--- src/tas_pkg.sv ---
package tas_pkg;

  localparam int unsigned HDR_BYTES   = 5;
  localparam int unsigned INFO_BYTES  = 48;
  localparam int unsigned CELL_BYTES  = HDR_BYTES + INFO_BYTES;
  localparam int unsigned PFX_BYTES   = 4;
  localparam int unsigned DATA_BYTES  = 184;
  localparam int unsigned PKT_BYTES   = PFX_BYTES + DATA_BYTES;
  localparam int unsigned MAX_AAL     = 4;

  localparam logic [5:0] BIDX_HEC     = 6'h04;
  localparam logic [5:0] BIDX_AAL     = 6'h05;
  localparam logic [5:0] BIDX_LAST    = 6'h34;
  localparam logic [7:0] PIDX_LAST    = 8'hbb;
  localparam logic [7:0] PIDX_PFX1    = 8'h01;
  localparam logic [7:0] PIDX_PFX3    = 8'h03;
  localparam logic [7:0] PIDX_PFXEND  = 8'h04;
  localparam logic [5:0] AAL_NONE     = 6'h00;
  localparam logic [5:0] AAL_ONE      = 6'h01;
  localparam logic [5:0] AAL_TWO      = 6'h02;
  localparam logic [3:0] SAAL_TAG     = 4'h0;

  localparam logic [7:0] HEC_POLY     = 8'h07;
  localparam logic [7:0] HEC_COSET    = 8'h55;

  typedef enum logic [1:0] {
    TAS_MODE_NULL   = 2'b00,
    TAS_MODE_SINGLE = 2'b01,
    TAS_MODE_DUAL   = 2'b10
  } tas_mode_t;

  typedef struct packed {
    logic [3:0]  gfc;
    logic [7:0]  vpi;
    logic [15:0] vci;
    logic [2:0]  pt;
    logic        clp;
  } tas_hdr_t;

  typedef struct packed {
    logic [7:0] data;
    logic       sop;
  } tas_byte_t;

  typedef struct packed {
    tas_byte_t  hold;
    logic       hold_v;
    logic       in_rdy;
    tas_byte_t  outb;
    logic       out_v;
    logic [5:0] bidx;
    logic [7:0] pidx;
    logic [1:0] seq;
    tas_mode_t  mode;
    logic [7:0] pfx1;
    logic [7:0] pfx3;
  } tas_state_t;

endpackage

--- src/tas_hec.sv ---
`timescale 1ns/1ps
// crc-8 over four header bytes, msb first, coset added
module tas_hec
  import tas_pkg::*;
(
  input  wire logic [31:0] hdr_i,
  output logic      [7:0]  hec_o
);

  logic [7:0] crc;

  always_comb begin
    crc = 8'h00;
    for (int i = 31; i >= 0; i--) begin
      if (crc[7] ^ hdr_i[i]) begin
        crc = {crc[6:0], 1'b0} ^ HEC_POLY;
      end else begin
        crc = {crc[6:0], 1'b0};
      end
    end
    hec_o = crc ^ HEC_COSET;
  end

endmodule // tas_hec

--- src/tas_segmenter.sv ---
`timescale 1ns/1ps
// Functional notes
// - each cell is five header bytes then forty-eight information bytes
// - header carries a four-bit generic flow control field
// - header carries an eight-bit virtual path identifier
// - header carries a sixteen-bit virtual circuit identifier
// - header carries a three-bit payload type field
// - header carries a one-bit cell loss priority flag
// - header ends with an eight-bit header error control byte
// - no more than four information bytes used for adaptation bytes
// - input packet is four prefix bytes plus 184 data bytes
// - null method: stream cut into consecutive 48-byte information fields
// - null method: five-byte header added, no adaptation byte
// - null method: packet bytes run across cell boundaries continuously
// - single method: packet cut in 47-byte segments from first prefix byte
// - single method: four segments per packet, packets start cells
// - single method: one adaptation byte plus header gives 53 bytes
// - single adaptation byte carries segment position in packet
// - dual method: prefix dropped, 184 bytes cut into four 46-byte pieces
// - dual method: two adaptation bytes plus header per piece
// - dual method: unrebuildable prefix fields go into adaptation bytes
module tas_segmenter
  import tas_pkg::*;
(
  input  wire logic       clk_i,
  input  wire logic       nrst_i,
  input  wire tas_mode_t  mode_i,
  input  wire tas_hdr_t   hdr_i,
  input  wire tas_byte_t  in_i,
  input  wire logic       in_valid_i,
  output logic            in_ready_o,
  output tas_byte_t       out_o,
  output logic            out_valid_o,
  input  wire logic       out_ready_i
);

  tas_state_t s;
  tas_state_t next_s;
  logic [7:0] hec;
  logic [5:0] aal_len;
  logic [1:0] cseq;
  logic       pkt_start;
  tas_mode_t  em;
  logic       take;
  logic       emit;

  tas_hec u_hec (
    .hdr_i (hdr_i),
    .hec_o (hec)
  );

  always_comb begin
    next_s    = s;
    take      = 1'b0;
    emit      = 1'b0;
    pkt_start = (s.bidx == 6'h00) && (s.pidx == 8'h00);
    // mode taken at packet start only
    em        = pkt_start ? mode_i : s.mode;
    cseq      = pkt_start ? 2'b00 : s.seq;
    unique case (em)
      TAS_MODE_SINGLE: aal_len = AAL_ONE;
      TAS_MODE_DUAL:   aal_len = AAL_TWO;
      default:         aal_len = AAL_NONE;
    endcase
    if (s.out_v && out_ready_i) begin
      next_s.out_v = 1'b0;
    end
    if (!s.out_v || out_ready_i) begin
      if (pkt_start) begin
        next_s.mode = em;
        next_s.seq  = 2'b00;
      end
      if (s.hold_v && (s.pidx == 8'h00) && !s.hold.sop) begin
        // segmenting starts at first prefix byte
        // hunt for packet start
        take = 1'b1;
      end else if ((em == TAS_MODE_DUAL) && (s.pidx < PIDX_PFXEND) && (s.bidx == 6'h00)) begin
        if (s.hold_v) begin
          take        = 1'b1;
          next_s.pidx = s.pidx + 8'h01;
          if (s.pidx == PIDX_PFX1) begin
            next_s.pfx1 = s.hold.data;
          end
          if (s.pidx == PIDX_PFX3) begin
            next_s.pfx3 = s.hold.data;
          end
        end
      end else begin
        emit = 1'b1;
        unique case (s.bidx)
          6'h00: next_s.outb.data = {hdr_i.gfc, hdr_i.vpi[7:4]};
          6'h01: next_s.outb.data = {hdr_i.vpi[3:0], hdr_i.vci[15:12]};
          6'h02: next_s.outb.data = hdr_i.vci[11:4];
          6'h03: next_s.outb.data = {hdr_i.vci[3:0], hdr_i.pt, hdr_i.clp};
          BIDX_HEC: next_s.outb.data = hec;
          default: begin
            if (s.bidx < BIDX_AAL + aal_len) begin
              if (em == TAS_MODE_SINGLE) begin
                next_s.outb.data = {SAAL_TAG, 2'b00, cseq};
              end else if (s.bidx == BIDX_AAL) begin
                next_s.outb.data = {s.pfx1[7:5], 3'b000, cseq};
              end else begin
                next_s.outb.data = s.pfx3;
              end
            end else if (s.hold_v) begin
              next_s.outb.data = s.hold.data;
              take             = 1'b1;
              next_s.pidx      = (s.pidx == PIDX_LAST) ? 8'h00 : s.pidx + 8'h01;
            end else begin
              emit = 1'b0;
            end
          end
        endcase
        if (emit) begin
          next_s.out_v    = 1'b1;
          next_s.outb.sop = (s.bidx == 6'h00);
          if (s.bidx == BIDX_LAST) begin
            next_s.bidx = 6'h00;
            next_s.seq  = cseq + 2'b01;
          end else begin
            next_s.bidx = s.bidx + 6'h01;
            next_s.seq  = cseq;
          end
        end
      end
    end
    if (take) begin
      next_s.hold_v = 1'b0;
    end
    if (in_valid_i && s.in_rdy) begin
      next_s.hold   = in_i;
      next_s.hold_v = 1'b1;
    end
    next_s.in_rdy = !next_s.hold_v;
  end

  always_ff @(posedge clk_i or negedge nrst_i) begin
    if (!nrst_i) begin
      s        <= '0;
      s.in_rdy <= 1'b1;
    end else begin
      s <= next_s;
    end
  end

  assign in_ready_o  = s.in_rdy;
  assign out_o       = s.outb;
  assign out_valid_o = s.out_v;

  // helper: position of each delivered byte within its cell
  logic       fire;
  logic [5:0] ocnt;
  logic [5:0] opos;
  logic       seen_sop;
  logic [7:0] hec_q;
  tas_hdr_t   hdr_q;
  tas_mode_t  mode_q;
  logic       pay_q;

  assign fire = s.out_v && out_ready_i;
  assign opos = s.outb.sop ? 6'h00 : ocnt;

  always_ff @(posedge clk_i or negedge nrst_i) begin
    if (!nrst_i) begin
      ocnt     <= 6'h00;
      seen_sop <= 1'b0;
      hec_q    <= 8'h00;
      hdr_q    <= '0;
      mode_q   <= TAS_MODE_NULL;
      pay_q    <= 1'b0;
    end else begin
      hec_q  <= hec;
      hdr_q  <= hdr_i;
      mode_q <= s.mode;
      if (emit) begin
        pay_q <= take;
      end
      if (fire) begin
        ocnt <= opos + 6'h01;
        if (s.outb.sop) begin
          seen_sop <= 1'b1;
        end
      end
    end
  end

  chk_cell_length: assert property (@(posedge clk_i) disable iff (!nrst_i)
    fire && s.outb.sop && seen_sop |-> ocnt == 6'(CELL_BYTES))
    else $error("cell did not hold 53 bytes");

  chk_hdr_gfc: assert property (@(posedge clk_i) disable iff (!nrst_i)
    fire && s.outb.sop |-> s.outb.data[7:4] == hdr_q.gfc)
    else $error("generic flow control field wrong");

  chk_hdr_vpi: assert property (@(posedge clk_i) disable iff (!nrst_i)
    fire && seen_sop && opos == 6'h01 |-> s.outb.data[7:4] == hdr_q.vpi[3:0])
    else $error("path identifier low nibble wrong");

  chk_hdr_vci: assert property (@(posedge clk_i) disable iff (!nrst_i)
    fire && seen_sop && opos == 6'h02 |-> s.outb.data == hdr_q.vci[11:4])
    else $error("circuit identifier middle byte wrong");

  chk_hdr_ptclp: assert property (@(posedge clk_i) disable iff (!nrst_i)
    fire && seen_sop && opos == 6'h03 |-> s.outb.data[3:0] == {hdr_q.pt, hdr_q.clp})
    else $error("payload type or loss priority wrong");

  chk_hec_byte: assert property (@(posedge clk_i) disable iff (!nrst_i)
    fire && seen_sop && opos == BIDX_HEC && $stable(hdr_i) |-> s.outb.data == hec_q)
    else $error("header error control byte wrong");

  chk_single_pos: assert property (@(posedge clk_i) disable iff (!nrst_i)
    fire && seen_sop && opos == BIDX_AAL && mode_q == TAS_MODE_SINGLE |-> s.outb.data[7:2] == 6'h00)
    else $error("single adaptation byte malformed");

  chk_input_held: assert property (@(posedge clk_i) disable iff (!nrst_i)
    in_valid_i && in_ready_o |=> !in_ready_o && $past(in_i) == s.hold)
    else $error("accepted input byte not held");

  chk_out_stable: assert property (@(posedge clk_i) disable iff (!nrst_i)
    out_valid_o && !out_ready_i |=> out_valid_o && $stable(out_o))
    else $error("output byte changed while stalled");

  chk_hdr_clp: assert property (@(posedge clk_i) disable iff (!nrst_i)
    fire && seen_sop && opos == 6'h03 |-> s.outb.data[0] == hdr_q.clp)
    else $error("cell loss priority bit wrong");

  chk_hdr_vpi_hi: assert property (@(posedge clk_i) disable iff (!nrst_i)
    fire && s.outb.sop |-> s.outb.data[3:0] == hdr_q.vpi[7:4])
    else $error("path identifier high nibble wrong");

  chk_hdr_vci_hi: assert property (@(posedge clk_i) disable iff (!nrst_i)
    fire && seen_sop && opos == 6'h01 |-> s.outb.data[3:0] == hdr_q.vci[15:12])
    else $error("circuit identifier high nibble wrong");

  chk_hdr_vci_lo: assert property (@(posedge clk_i) disable iff (!nrst_i)
    fire && seen_sop && opos == 6'h03 |-> s.outb.data[7:4] == hdr_q.vci[3:0])
    else $error("circuit identifier low nibble wrong");

  chk_hdr_pt: assert property (@(posedge clk_i) disable iff (!nrst_i)
    fire && seen_sop && opos == 6'h03 |-> s.outb.data[3:1] == hdr_q.pt)
    else $error("payload type field wrong");

  chk_aal_limit: assert property (@(posedge clk_i) disable iff (!nrst_i)
    aal_len <= 6'(MAX_AAL))
    else $error("too many adaptation bytes");

  chk_pidx_range: assert property (@(posedge clk_i) disable iff (!nrst_i)
    s.pidx <= PIDX_LAST)
    else $error("packet byte index out of range");

  chk_hdr_nostream: assert property (@(posedge clk_i) disable iff (!nrst_i)
    fire && seen_sop && opos < BIDX_AAL |-> !pay_q)
    else $error("stream byte inside cell header");

  // sop only on cell byte zero
  chk_sop_first: assert property (@(posedge clk_i) disable iff (!nrst_i)
    fire && seen_sop && !s.outb.sop |-> ocnt != 6'h00 && ocnt < 6'(CELL_BYTES))
    else $error("cell byte position out of range");

  chk_pay_order: assert property (@(posedge clk_i) disable iff (!nrst_i)
    fire && seen_sop && pay_q |-> opos >= BIDX_AAL)
    else $error("payload byte before end of header");

  // null cells carry no adaptation byte
  chk_null_payload: assert property (@(posedge clk_i) disable iff (!nrst_i)
    fire && seen_sop && s.mode == TAS_MODE_NULL && opos >= BIDX_AAL |-> pay_q)
    else $error("null cell information byte not from stream");

  chk_single_aal: assert property (@(posedge clk_i) disable iff (!nrst_i)
    fire && seen_sop && s.mode == TAS_MODE_SINGLE && opos >= BIDX_AAL |-> pay_q == (opos != BIDX_AAL))
    else $error("single cell layout wrong");

  chk_dual_aal: assert property (@(posedge clk_i) disable iff (!nrst_i)
    fire && seen_sop && s.mode == TAS_MODE_DUAL && opos >= BIDX_AAL |-> pay_q == (opos > BIDX_AAL + 6'h01))
    else $error("dual cell layout wrong");

  chk_dual_prefix: assert property (@(posedge clk_i) disable iff (!nrst_i)
    fire && seen_sop && s.mode == TAS_MODE_DUAL && opos == BIDX_AAL + 6'h01 |-> s.outb.data == s.pfx3)
    else $error("dual second adaptation byte wrong");

  chk_single_align: assert property (@(posedge clk_i) disable iff (!nrst_i)
    emit && s.bidx == 6'h00 && em == TAS_MODE_SINGLE |-> (s.pidx % 8'(INFO_BYTES - 32'd1)) == 8'h00)
    else $error("single cell not on segment bound");

  chk_four_seg: assert property (@(posedge clk_i) disable iff (!nrst_i)
    emit && s.bidx == BIDX_LAST && em == TAS_MODE_SINGLE |-> (cseq == 2'b11) == (s.pidx == PIDX_LAST))
    else $error("single packet not four cells");

  chk_dual_align: assert property (@(posedge clk_i) disable iff (!nrst_i)
    emit && s.bidx == 6'h00 && em == TAS_MODE_DUAL |-> 8'(s.pidx - PIDX_PFXEND) % 8'(INFO_BYTES - 32'd2) == 8'h00)
    else $error("dual cell not on piece bound");

  chk_dual_four: assert property (@(posedge clk_i) disable iff (!nrst_i)
    emit && s.bidx == BIDX_LAST && em == TAS_MODE_DUAL |-> (cseq == 2'b11) == (s.pidx == PIDX_LAST))
    else $error("dual packet not four cells");

  chk_mode_static: assert property (@(posedge clk_i) disable iff (!nrst_i)
    !pkt_start |=> $stable(s.mode))
    else $error("mode changed inside a packet");

  cov_null_cell: cover property (@(posedge clk_i) disable iff (!nrst_i)
    fire && s.outb.sop && s.mode == TAS_MODE_NULL);
  cov_single_cell: cover property (@(posedge clk_i) disable iff (!nrst_i)
    fire && s.outb.sop && s.mode == TAS_MODE_SINGLE && s.seq == 2'b11);
  cov_dual_cell: cover property (@(posedge clk_i) disable iff (!nrst_i)
    fire && s.outb.sop && s.mode == TAS_MODE_DUAL);
  cov_stall: cover property (@(posedge clk_i) disable iff (!nrst_i)
    out_valid_o && !out_ready_i ##1 out_valid_o && out_ready_i);

endmodule // tas_segmenter

--- config.mk ---
export PLATFORM = sky130hd
export DESIGN_NAME = tas_segmenter
export DESIGN_NICKNAME = d
export VERILOG_FILES = /design/src/tas_pkg.sv /design/src/tas_hec.sv /design/src/tas_segmenter.sv
export SDC_FILE = /design/constraint.sdc
export NUM_CORES = 1
export LEC_CHECK = 0
export ABC_AREA = 1
export BUFFER_PORTS_ARGS = -buffer_cell sky130_fd_sc_hd__buf_2
export CELL_PAD_IN_SITES_DETAIL_PLACEMENT = 0
export CELL_PAD_IN_SITES_GLOBAL_PLACEMENT = 1
export CORE_ASPECT_RATIO = 0.5
export CORE_MARGIN = 1
export CORE_UTILIZATION = 42
export CTS_CLUSTER_DIAMETER = 100
export DETAILED_ROUTE_END_ITERATION = 10
export PLACE_DENSITY_LB_ADDON = 0.15
export SYNTH_ARGS = -nofsm -noshare
export SYNTH_HDL_FRONTEND = slang
export SYNTH_SLANG_ARGS = --single-unit
--- constraint.sdc ---
create_clock -name clk_i -period 4.8 [get_ports clk_i]
set_input_delay 0.48 -clock clk_i [delete_from_list [all_inputs] [get_ports clk_i]]
set_output_delay 0.48 -clock clk_i [all_outputs]
set_load 0.03 [all_outputs]
---- Word level (Yosys, flattened, before mapping) ----
Index checks and enable logic that the tools add are counted.
operators by class
  add/subtract/negate cells ............... 4
  magnitude comparators ................... 2
  bitwise operators ....................... 65
  mux-type cells .......................... 74
  reduce and logical (&&, ||, !) cells .... 21
  eq/ne operators ......................... 13
operators by type and width
  kind                                                 count
  two-way mux 3 bit                                    32
  two-way mux 8 bit                                    12
  NOT 3 bit                                            31
  two-way mux 16 bit                                   3
  one-hot mux 8 bit (5 select lines)                   1
  two-way mux 35 bit                                   1
  bitwise XOR 1 bit                                    26
  two-way mux 17 bit                                   1
  AND reduction 5 bit                                  3
  two-way mux 1 bit                                    14
  two-way mux 7 bit                                    2
  == test 6 x 2 -> 1 bit (second input constant)       2
  == test 6 x 3 -> 1 bit (second input constant)       2
  two-way mux 2 bit                                    5
  adder 8 x 1 -> 8 bit (second input constant)         1
  == test 8 x 1 -> 1 bit (second input constant)       1
  == test 8 x 2 -> 1 bit (second input constant)       1
  == test 8 bit (second input constant)                1
  logical NOT 8 bit                                    1
  < comparator 8 x 3 -> 1 bit (second input constant)  1
  AND reduction 4 bit                                  2
  logical AND 1 bit                                    7
  nonzero test 7 bit                                   1
  adder 3 x 6 -> 6 bit (first input constant)          1
  other kinds (20)                                     27
word-level totals
  flip-flop bits (word level) ............. 55
  output and inout bits ................... 11
  word-level logic and storage cells ...... 192
  input port bits ......................... 47

---- Depth between registers and ports, before layout ----
Gate-level depths: netlist of run 1.
  word-level depth ........................ 65
  mapped depth ............................ 27

---- By module ----
From an unflattened synthesis of run 1, not the netlist that was laid out.
second synthesis, totals
  cell total of the unflattened synthesis .. 736
  area, all modules ....................... 4765.8 sq um
modules (own cells, without submodules)
  module         area an instance (sq um)  seq. area each (sq um)  times used  cells each
  tas_segmenter  3236.9                    1252.5                  1           444
  tas_hec        1529.0                    0.0                     1           292

---- Worst setup path before layout of run 1 ----
OpenSTA, ideal clock, no wires.
  path type ............................... flip-flop to flip-flop
  from .................................... register s[28] in the netlist's numbering
  to ...................................... register s (netlist bit out_o[6])
  path buffers ............................ 1
  cell stages (with the launch flop) ...... 25
  clock period less this slack ............ 4.027 ns
  data arrival time ....................... 3.914 ns
  setup time .............................. 0.113 ns
  data required time ...................... 4.687 ns
  slack ................................... 0.773 ns
  cell sequence ........................... dfrtp_1 -> inv_1 -> ha_1 -> inv_1 -> nor3_4 -> inv_1 -> nor3_1 -> inv_1 -> o21ai_0 -> inv_1 -> ha_1 -> ha_1 -> o21ai_0 -> nand2_1 -> a311oi_1 -> nor2_4 -> clkinv_4 -> nor2_2 -> o21ai_4 -> nand2_2 -> buf_2 -> a211oi_2 -> nand3_1 -> nand2_1 -> inv_1
between the ends
  longest elaborated chain between the ends .. 9
ends and longest elaborated chain
  element                                                                                            RTL line                                                       text
  start: declaration                                                                                 tas_segmenter.sv:37                                            tas_state_t s;
  start signal: assignment                                                                           tas_segmenter.sv:142                                           s <= next_s;
  logical NOT 6 bit (*)                                                                              tas_segmenter.sv:56                                            pkt_start = (s.bidx == 6'h00) && (s.pidx == 8'h00);
  logical AND 1 bit (*)                                                                              tas_segmenter.sv:56
  two-way mux 2 bit (*)                                                                              tas_segmenter.sv:58                                            em = pkt_start ? mode_i : s.mode;
  named net em[1]                                                                                    tas_segmenter.sv:43                                            tas_mode_t em;
  == test 2 bit / == test 2 x 1 -> 1 bit (equally long branches)                                     tas_segmenter.sv:60, tas_segmenter.sv:77, tas_segmenter.sv:98
  one-hot mux 2 bit (2 select lines)                                                                 tas_segmenter.sv:60                                            unique case (em)
  adder 3 x 6 -> 6 bit                                                                               tas_segmenter.sv:97                                            if (s.bidx < BIDX_AAL + aal_len) begin
  < comparator 6 bit                                                                                 tas_segmenter.sv:97
  nonzero test 7 bit (no source line) / two-way mux 8 bit (equally long branches)                    -
  AND reduction 4 bit (no source line) / one-hot mux 8 bit (5 select lines) (equally long branches)  -
The timed path passes the listed nets; every way through them passes the cells marked *.
A chain may end at the register's enable or synchronous reset.

---- Worst setup path in the final report of run 1 ----
  from .................................... register s[28] in the netlist's numbering
  to ...................................... register s[33] in the netlist's numbering
between the ends
  longest elaborated chain between the ends .. 13
ends and longest elaborated chain
  element                                                         RTL line                                  text
  logical NOT 6 bit (*)                                           tas_segmenter.sv:56
  logical AND 1 bit (*)                                           tas_segmenter.sv:56
  two-way mux 2 bit (*)                                           tas_segmenter.sv:58
  named net em[1]                                                 tas_segmenter.sv:43
  == test 2 bit / == test 2 x 1 -> 1 bit (equally long branches)  tas_segmenter.sv:60, tas_segmenter.sv:77
  one-hot mux 2 bit (2 select lines)                              tas_segmenter.sv:60
  adder 3 x 6 -> 6 bit                                            tas_segmenter.sv:97
  < comparator 6 bit                                              tas_segmenter.sv:97
  two-way mux 1 bit                                               tas_segmenter.sv:97
  two-way mux 1 bit                                               tas_segmenter.sv:90                       unique case (s.bidx)
  two-way mux 1 bit                                               tas_segmenter.sv:77                       end else if ((em == TAS_MODE_DUAL) && (s.pidx < PIDX_PFXEND) && (s.bidx == 6'h00)) begin
  two-way mux 1 bit                                               tas_segmenter.sv:73                       if (s.hold_v && (s.pidx == 8'h00) && !s.hold.sop) begin
  two-way mux 1 bit                                               tas_segmenter.sv:68                       if (!s.out_v || out_ready_i) begin
  AND reduction 4 bit (no source line) (*)                        -
The timed path passes the listed nets; every way through them passes the cells marked *. The select of a mux whose other input is x is not followed.

==> metrics, run 1 <==
status=finished, final reports clean; std cell rows=25; Area Growth Syn to Fin=12.8%; root buffer cell=clkbuf_16; Total Nets Final=approximately 800; maximum VDD drop=about 0.29 mV; number of global-route vias before repair=between 3k and 4k; full die area=approximately 0.011 sq mm; most common cell after layout, fill and taps aside=nand2_1; CTS Sinks=50; IO Port Bufs=between 50 and 60; DRC Markers=0; Final Cycle Share=0.889; post-CTS setup repair buffer count=0; Synth Warn #=0; Sw Pwr=approximately 1.2 mW; worst reg2reg setup slack=530 ps; Worst Max-Slew Pin Slew=approximately 840 ps; crit path max fanout=14; largest net degree at the start of global routing=51; CTS tree=built; first-pass GRT wire length=between 15000 and 20000 microns; r2r endpoint=s[33]$_DFFE_PN0P_; nature of the critical path endpoint=flip-flop; clock share of power=0.158; Seq cells post-synth=50; post-route minimum period=around 4300 ps; Total GRT Usage=0.219; initial antenna violation count=0; max cap viols=0; Antenna Cells=0; cell area after layout=0.00493 sq mm; first-pass iteration count of the detailed router=5; min-delay worst type=primary input to asynchronous set/reset pin; Final Hold Vio Count=0; worst reg2reg path startpoint=s[28]$_DFFE_PN0P_; Syn Nets=around 730; CP required=just under 5000 ps; RSZ-0062 raised after global routing=false; CTS clk-pin slew, worst paths=approximately 70 ps; Combinational Power Share=0.561; Post-Route Setup TNS=0 ps; post-DP HPWL=between 9000 and 10000 microns; f_max=0.234 GHz; H-tree levels=2; CTS Hold Bufs=0; vias post-DR=between 4k and 5k; Seq/Total Area, Yosys=0.287; final wirelength=between 10000 and 15000 microns; CP Class=flip-flop to flip-flop; PwrDens=about 520 mW/mm^2; clk buf depth=2; cell count of the worst reg-to-reg path=24; vias per cell=4.88; Clock Skews=about 3.3 ps; dpl cell area=around 0.0047 sq mm; Initial Util=0.448; synthesized instance count=around 670; width of the chip=between 100 and 150 microns; Overflow after GRT=0; Int Power=between 1 and 1.5 mW; Reg area=between 0.001 and 0.0015 sq mm; LEAKAGE=between 2 and 3 nW; wire per inst=12.9 microns; multi-input logic area=0.00255 sq mm; clock latency on the worst-skew pair=slightly below 300 ps; final max-slew violation count=0; Setup violations, final=0; Fillers=1037; Critical Path Source Type=flip-flop; syn_area_per_cell=roughly 6.5 sq um; 1st-iter DRT viols=approximately 250; clock buffer count from CTS=5; Post-Synthesis Cell Area=0.00437 sq mm; distinct cell type count of the synthesized netlist=45; IO Pins=58; slew margin rel.=0.437; arrival time worst endpoint=between 4000 and 5000 ps; Sequential Power Share=0.280; Core Footprint=just under 0.01 sq mm; Switching Fraction=0.485; post-cts sizing count=0; ratio of cells with drive above 1 in the final layout=0.181; commonest cells after routing, fill and taps aside=211 x nand2_1, 115 x inv_1, 70 x nand3_1; antenna-violating nets left=0; Die Height=roughly 74 microns; Placer Congestion=about 0.9
==> registers in the layout, indices dropped and copies added (netlist names) <==
signal and cells:
out_valid_o 1, in_ready_o 1, s 39, out_o 9
==> metrics by stage <==
stage	hold slack, ps	worst slack [ps]	util	total power, mW	instances
after global routing	343	0.935	0.505	2.80	863
after floorplan	184	773	-	1.83	674
final	295	530	0.505	2.55	863
after CTS	318	254	0.504	2.56	863
after detailed placement	456	281	0.486	2.15	855
after global placement	459	487	0.486	2.12	855
==> cell families (layout without fill, tap and decap cells) <==
family | count (synthesis) | in the layout | synth area share
xor gates and xnor gates | 16 | 16 | 0.0352
AOI/OAI and AO/OA | 71 | 71 | 0.0988
and+or+nand+nor | 379 | 379 | 0.396
DFF | 50 | 50 | 0.287
adders and majority gates | 12 | 12 | 0.0344
buffers and inverters | 139 | 193 | 0.131
muxes | 7 | 7 | 0.0180
==> layer usage <==
layer  track usage  part of all wire  vias to the layer above
met1         0.322              0.55                     1889
met4        0.0451             0.011                        0
li1              -                 -                     2244
met2         0.347              0.40                       67
met3        0.0276             0.038                        8
met5             0                 0                        -
==> power by group through the flow <==
stage                     combinational, mW  sequential, mW  clock, mW
final                                  1.43           0.714      0.404
after global routing                   1.63           0.736      0.431
after CTS                              1.43           0.715      0.412
after detailed placement               1.42           0.722          0
after global placement                 1.40           0.721          0
after floorplan                        1.13           0.696          0
==> area by class of cell <==
class,instances,share of cell area
Multi-Input combinational cell,485,0.518
Timing Repair Buffer,60,0.0625
Inverter,125,0.0968
Tap cell,135,0.0343
Sequential cell,50,0.254
Clock inverter,3,0.00889
Clock buffer,5,0.0254
==> how the worst max path moves through the flow <==
stage | cells after the start | startpoint | slack (ps) | endpoint
floorplan | 24 | s[28]$_DFFE_PN0P_ | 770 | out_o[6]$_DFFE_PN0P_
global placement | 24 | s[28]$_DFFE_PN0P_ | 490 | s[33]$_DFFE_PN0P_
detailed placement | 24 | s[28]$_DFFE_PN0P_ | 280 | s[33]$_DFFE_PN0P_
CTS | 24 | s[28]$_DFFE_PN0P_ | 250 | s[33]$_DFFE_PN0P_
global route | 24 | s[28]$_DFFE_PN0P_ | 0.9 | s[33]$_DFFE_PN0P_
finish | 24 | s[28]$_DFFE_PN0P_ | 530 | s[33]$_DFFE_PN0P_
==> worst max-delay path: stages (launching register included) <==
cell,delay [ps]
dfrtp_1,450
inv_1,140
ha_1,170
inv_1,100
nor3_4,280
inv_1,120
nor3_2,210
inv_1,130
o21ai_1,250
inv_1,80
ha_1,290
ha_1,270
o21ai_0,70
nand2_1,70
a311oi_1,220
buf_4,180
nor2_4,60
clkinv_4,70
nor2_2,40
o21ai_4,130
nand2_2,210
inv_4,190
nand4_1,140
nor3_1,200
nor3b_2,70
==> synth_stat cells, drive strengths merged <==
library cell  instances  area share
buf                  13       0.022
nor3                 17       0.030
clkbuf                1     0.00086
o2111ai               1      0.0020
mux2                  7       0.018
o21ai                34       0.042
xnor2                 3      0.0060
nand3b                2      0.0034
ha                   12       0.034
o22ai                14       0.020
nor2                 39       0.040
xor2                 12       0.024
o21a                  2      0.0034
nand4                 6      0.0086
nand2               233        0.21
nor3b                 4      0.0080
a221oi                3      0.0060
nor4                  2      0.0029
clkinv                1      0.0020
xnor3                 1      0.0052
dfstp                 1      0.0060
dfrtp                49        0.28
a2111oi               1      0.0020
a311oi                1      0.0020
a211oi                3      0.0063
inv                 124        0.11
nand3                72       0.085
a21oi                 9       0.010
a31oi                 3      0.0043
or2                   4      0.0057
Power figures use the tool's default switching activity.
==> run 2, diff against run 1 <==
- ABC_AREA: 1 -> not set
- CELL_PAD_IN_SITES_DETAIL_PLACEMENT: 0 -> not set
- CELL_PAD_IN_SITES_GLOBAL_PLACEMENT: 1 -> not set
- CORE_UTILIZATION: 42 -> 50
- SLEW_MARGIN: not set -> 10
==> run 2 against run 1 <==
Effect of this change:
- the flow now finishes with violations (DRC)
- wire length is 22% lower
- highest routed layer unchanged
- flip-flop and latch count stayed put
- count of clock-buffer cells in the layout stayed put
- largest cell class unchanged
- final cell count is 41% lower
==> metrics, run 2 <==
CP required=4960 ps (about the same); wire per inst=17.1 microns (+32%); Post-Synthesis Cell Area=0.00377 sq mm (-14%); ratio of cells with drive above 1 in the final layout=0.223 (+0.0417); final max-slew violation count=0 (unchanged); Initial Util=0.540 (+0.0920); commonest cells after routing, fill and taps aside=57 x buf_2, 49 x dfrtp_1, 42 x xnor2_1; CTS tree=built; PwrDens=639 mW/mm^2 (+24%); Final WS setup=259 ps (-272 ps); Final Hold Vio Count=0 (unchanged); number of global-route vias before repair=2975 (-22%); clk buf depth=2 (unchanged); Setup violations, final=0 (unchanged); ys flop type=dfrtp_1; Cell Count, Final, Fillers Out=509 (-41%); Critical Path Source Type=flip-flop; Overflow after GRT=0 (unchanged); LEAKAGE=1.96 nW (-29%); crit path capture=out_o[3]$_DFFE_PN0P_; DRC Markers=16 (+16); cell count of the worst reg-to-reg path=15 (-38%); synth top area cells=dfrtp_1 33%, xnor2_1 9.8%, xnor3_1 6.0%, ha_1 4.0%, mux2_1 3.6%; min-delay worst type=primary input to asynchronous set/reset pin; most used cell, CP=ha_1; worst reg2reg path startpoint=s[31]$_DFFE_PN0P_; IO Port Bufs=57 (unchanged); Commonest cells post-synth=49 x dfrtp_1, 42 x xnor2_1, 34 x nand2_1, 22 x nor2_1, 16 x a22oi_1; Largest Register=s; clock buffer count from CTS=5 (unchanged); root buffer cell=clkbuf_16; number of flip-flops in the largest register=39 (unchanged); Seq/Total Area, Yosys=0.332 (+0.0454); CP Class=flip-flop to flip-flop; Placer Congestion=0.888 (+1.2%); slew margin rel.=0.628 (+0.191); top-area cell type share of the netlist area=0.325 (+0.0444); max cap viols=0 (unchanged); ys async rst share=1.00 (unchanged); Antenna Cells=0 (unchanged); 1st-iter DRT viols=269 (+9.3%); crit-path max cell delay=740 ps (+290 ps); Clock Skews=5.50 ps (+2.18 ps); Area Growth Syn to Fin=12.3%; Setup crit start=s[31]$_DFFE_PN0P_; clock latency on the worst-skew pair=290 ps (about the same); IO Pins=58 (unchanged); distinct cell type count of the synthesized netlist=48 (+6.7%); placed cell count=500 (-42%); Synth Warn #=0 (unchanged); nature of the critical path endpoint=flip-flop; post-DP HPWL=6750 microns (-27%); arrival time worst endpoint=4700 ps (+260 ps); width of the chip=125 microns (-15%); synthesized instance count=371 (-45%); r2r endpoint=out_o[3]$_DFFE_PN0P_; Layout Utilization=0.606 (+0.101); Final Cycle Share=0.946 (+0.0566); Total GRT Usage=0.237 (+0.0180); Die Height=63.4 microns (-14%); Seq cells post-synth=50 (unchanged); vias per cell=5.74 (+18%); vias post-DR=2924 (-31%); worst reg2reg setup slack=260 ps (-270 ps); CTS Sinks=50 (unchanged); Core Footprint=0.00699 sq mm (-28%); final wirelength=8720 microns (-22%); syn_area_per_cell=10.2 sq um (+57%); CTS Hold Bufs=0 (unchanged); Post-synth EDFFs=0 (unchanged); antenna-violating nets left=0 (unchanged); initial antenna violation count=0 (unchanged); post-CTS setup repair buffer count=0 (unchanged); maximum VDD drop=0.335 mV (+16%); status=complete, but fails checks; Total Nets Final=475 (-40%); failing checks=DRC; std cell rows=21 (-16%); Syn Nets=430 (-41%); post-place setup slack=295 ps (+14.5 ps); H-tree levels=2 (unchanged); Slowest cell on crit path=or4_1; most common cell after layout, fill and taps aside=buf_2; largest net degree at the start of global routing=51 (unchanged); worst path cell trace=or4_1 -> nor2_2 -> and3_1 -> mux2_2 -> inv_1 -> ha_1 -> nand2_1 -> ha_1 -> and4_1 -> nor2_1 -> o2bb2ai_1 -> a21oi_1 -> or2_1 -> a2111oi_1 -> nor3_1; f_max=0.220 GHz (-6.0%); post-route minimum period=4540 ps (+272 ps); first-pass iteration count of the detailed router=8 (+3); crit path max fanout=15 (+1); Worst Max-Slew Pin Slew=557 ps (-283 ps); count leader, synth=dfrtp_1; Synth area leader=dfrtp_1; first-pass GRT wire length=14600 microns (-22%); CTS clk-pin slew, worst paths=60 ps (about the same); full die area=0.00791 sq mm (-27%)
run 2: cell count changes in the layout (fill, tap and decap cells not counted), moves of 8 or more:
cell and change:
nand2_1 -177, inv_1 -105, nand3_1 -63, xnor2_1 +39, nand2_2 -22, o21ai_0 -21, a22oi_1 +16, o22ai_1 -14
mux2_1 +12, nor2_1 -10, xnor3_1 +9, inv_2 -8
run 2: cells by family (layout without fill, tap and decap cells):
family	count (synthesis)	after routing	share of synthesized area
XOR/XNOR	75	75	0.247
flip-flops	50	50	0.332
AND/OR/NAND/NOR	100	100	0.127
AO/OA/AOI/OAI	72	72	0.125
buffers and inverters	32	78	0.0425
adder cells (fa/ha/maj)	12	12	0.0398
multiplexers	30	30	0.0876
run 2: how the worst min path moves through the flow:
stage	endpoint	start	slack, ps	depth (start not counted)
CTS	s[52]$_DFFE_PN0P_	in_i[6]	420	2
finish	s[23]$_DFFE_PN0P_	nrst_i	90	1
global route	s[18]$_DFFE_PN0N_	nrst_i	110	1
global placement	out_o[0]$_DFFE_PN0P_	out_o[0]$_DFFE_PN0P_	450	2
detailed placement	out_o[0]$_DFFE_PN0P_	out_o[0]$_DFFE_PN0P_	460	2
floorplan	out_o[0]$_DFFE_PN0P_	nrst_i	180	0
run 2: layout make-up:
| cell class | count | area, sq um |
|---|---|---|
| inverters | 10 | 37.5 |
| multi-input cells | 289 | 2360 |
| flip-flops and latches | 50 | 1250 |
| well taps | 92 | 115 |
| repair buffers | 60 | 320 |
| clock buffers | 5 | 125 |
| fillers | 602 | 2760 |
| clock inverters | 3 | 21.3 |
run 2: power breakdown:
group / switching [mW] / internal, mW / total (mW)
combinational: 0.932 / 0.696 / 1.63
clock: 0.158 / 0.193 / 0.351
sequential: 0.141 / 0.586 / 0.727
run 2: critical path, delay by kind of cell, from the launching register on:
kind	cells	cell delay (ps)
compound gates	3	840
mux	1	360
fa+ha+maj	2	490
simple gates	8	2120
buf+inv	1	90
flops	1	490
run 2: metal layers:
metal  vias up  routed length, microns  global-route usage
li1       1398                       -                   -
met1      1385                    4090               0.325
met2       124                    3830               0.383
met3        17                     607              0.0374
met4         0                     189              0.0838
met5         -                       0                   0
run 2: stage by stage:
stage          cell area (sq um)  total power, mW  hold slack [ps]  TNS (ps)
2_1_floorplan               3770             2.00              184         0
3_3_place_gp                4060             2.30              454         0
3_5_place_dp                4060             2.33              463         0
4_1_cts                     4210             2.70              415         0
5_1_grt                     4230             2.92              109     -33.5
6_report                    4230             2.71             86.2         0
run 2: timing repair:
item	CTS	global route
hold endpoints to repair	0	0
endpoints found under the setup margin	0	3
gates resized for setup	0	3
==> run 3, diff against run 2 <==
- CELL_PAD_IN_SITES_DETAIL_PLACEMENT: not set -> 0
- CELL_PAD_IN_SITES_GLOBAL_PLACEMENT: not set -> 2
- CORE_UTILIZATION: 50 -> 37
- SETUP_SLACK_MARGIN: not set -> 0.1
==> run 3 against run 2 <==
Effect of this change:
- the run now ends clean
- sequential share of layout area shrank 0.59 points
- hold slack gained 130 ps
- count of clock-buffer cells in the layout grew 1
- clock power rose by 21%
- power rose by 3.7%
- final cell count up 8.8%
- critical path type unchanged
- largest power group unchanged
==> metrics, run 3 (synthesized netlist as in run 2, its figures left out) <==
IO Port Bufs=57 (unchanged); clock buffer count from CTS=5 (unchanged); initial antenna violation count=0 (unchanged); post-CTS setup repair buffer count=0 (unchanged); clock latency on the worst-skew pair=290 ps (about the same); CTS clk-pin slew, worst paths=70 ps (about the same); max cap viols=0 (unchanged); Total GRT Usage=0.189 (-0.0476); crit-path max cell delay=750 ps (about the same); arrival time worst endpoint=4460 ps (-240 ps); commonest cells after routing, fill and taps aside=56 x buf_2, 49 x dfrtp_1, 42 x xnor2_1; dpl cell area=0.00414 sq mm (+1.9%); PwrDens=649 mW/mm^2 (+1.6%); largest net degree at the start of global routing=51 (unchanged); post-route minimum period=4310 ps (-232 ps); crit path max fanout=12 (-3); most used cell, CP=ha_1; CP bufs+invs=0 (-1); Setup crit start=s[31]$_DFFE_PN0P_; ratio of cells with drive above 1 in the final layout=0.227 (+0.00371); slew margin rel.=0.565 (-0.0634); worst reg2reg path startpoint=s[31]$_DFFE_PN0P_; Combinational Power Share=0.585 (-0.017); Antenna Cells=0 (unchanged); IO Pins=58 (unchanged); CP Class=flip-flop to flip-flop; Sw Pwr=1.24 mW (+1.1%); Placer Congestion=0.902 (+1.6%); Setup violations, final=0 (unchanged); CP required=4950 ps (about the same); Slowest cell on crit path=or4_1; clock share of power=0.151 (+0.021); Die Height=73.4 microns (+16%); first-pass GRT wire length=15100 microns (+3.1%); r2r endpoint=out_o[5]$_DFFE_PN0P_; Final WS setup=490 ps (+232 ps); std cell rows=25 (+19%); antenna-violating nets left=0 (unchanged); Core Footprint=0.00967 sq mm (+38%); vias per cell=5.20 (-9.5%); number of flip-flops in the largest register=39 (unchanged); most common cell after layout, fill and taps aside=buf_2; highest routing layer actually used=met4; vias post-DR=2879 (-1.5%); Final Hold Vio Count=0 (unchanged); Switching Fraction=0.444 (-0.0114); number of global-route vias before repair=2792 (-6.2%); cell area after layout=0.00432 sq mm (+2.0%); Worst Max-Slew Pin Slew=652 ps (+95.1 ps); Initial Util=0.390 (-0.149); 1st-iter DRT viols=185 (-31%); full die area=0.0106 sq mm (+34%); Worst path depth=13 (-2); status=finished, final reports clean; post-cts sizing count=0 (unchanged); Layout Utilization=0.447 (-0.159); Met3 Wirelength=475 microns (-22%); first-pass iteration count of the detailed router=4 (-4); H-tree levels=2 (unchanged); WL met2=4000 microns (+4.4%); final wirelength=9570 microns (+9.8%); min-delay worst type=primary input to asynchronous set/reset pin; Final Cycle Share=0.898 (-0.0482); family with the most delay on the worst path=simple AND/OR/NAND/NOR gates; Int Power=1.56 mW (+5.8%); root buffer cell=clkbuf_16; CTS tree=built; Largest Register=s; Overflow after GRT=0 (unchanged); met1 wire length=4960 microns (+21%); Clock Skews=10.2 ps (+4.66 ps); DRC Markers=0 (-16); Post-Route Setup TNS=0 ps (unchanged); Sequential Power Share=0.264 (-0.005); worst reg2reg setup slack=490 ps (+230 ps); worst path cell trace=or4_1 -> nor2_2 -> and3_1 -> mux2_2 -> ha_1 -> ha_1 -> o21a_1 -> o21ai_1 -> o2bb2ai_1 -> a21oi_1 -> or2_1 -> a2111oi_0 -> nor3_1; CTS Hold Bufs=0 (unchanged); wire per inst=17.3 microns (+0.86%); Area Growth Syn to Fin=14.6%; Critical Path Source Type=flip-flop; crit path capture=out_o[5]$_DFFE_PN0P_; CTS Sinks=50 (unchanged); final max-slew violation count=0 (unchanged); width of the chip=145 microns (+16%); LEAKAGE=1.99 nW (+1.2%); f_max=0.232 GHz (+5.4%); nature of the critical path endpoint=flip-flop; maximum VDD drop=0.218 mV (-35%); clk buf depth=2 (unchanged); post-place setup slack=475 ps (+180 ps); RSZ-0062 raised after global routing=false; post-DP HPWL=7650 microns (+13%); cell count of the worst reg-to-reg path=13 (-2); Total Nets Final=477 (+0.42%)
run 3: changes by cell type in the layout (fill, tap and decap cells not counted), sizes merged:
cell	before	now
bufinv	0	1
buf	60	62
clkinv	2	0
clkbuf	5	6
inv	10	11
clkinvlp	1	0
run 3: layout make-up:
class / instances / area [sq um]
fill: 962 / 5350
clock buffer: 6 / 139
clock inverter: 2 / 38.8
inverter: 10 / 37.5
tap: 135 / 169
multi-input combinational: 289 / 2360
sequential: 50 / 1250
timing repair buffer: 62 / 325
run 3: worst min path at each step:
stage / endpoint / slack (ps) / depth (start not counted)
finish: s[25]$_DFFE_PN0P_ / 210 / 1
global route: s[25]$_DFFE_PN0P_ / 270 / 1
CTS: s[46]$_DFFE_PN0P_ / 410 / 2
detailed placement: out_o[0]$_DFFE_PN0P_ / 460 / 2
global placement: out_o[0]$_DFFE_PN0P_ / 450 / 2
floorplan: out_o[0]$_DFFE_PN0P_ / 180 / 0
run 3: power by group through the flow:
stage,sequential (mW),combinational (mW),clock [mW]
6_report,0.741,1.64,0.423
5_1_grt,0.765,1.81,0.454
4_1_cts,0.741,1.66,0.436
3_3_place_gp,0.744,1.65,0
3_5_place_dp,0.748,1.65,0
2_1_floorplan,0.696,1.30,0
run 3: per-stage QoR:
| step | instances | power, mW | hold WS [ps] |
|---|---|---|---|
| floorplan | 371 | 2.00 | 184 |
| global placement | 546 | 2.39 | 446 |
| detailed placement | 546 | 2.39 | 463 |
| CTS | 554 | 2.84 | 414 |
| global route | 554 | 3.03 | 270 |
| finish | 554 | 2.81 | 212 |
run 3: metal layers:
metal	up-vias	global-route usage
met3	8	0.0300
met2	97	0.283
met4	0	0.0561
li1	1406	-
met5	-	0
met1	1368	0.280
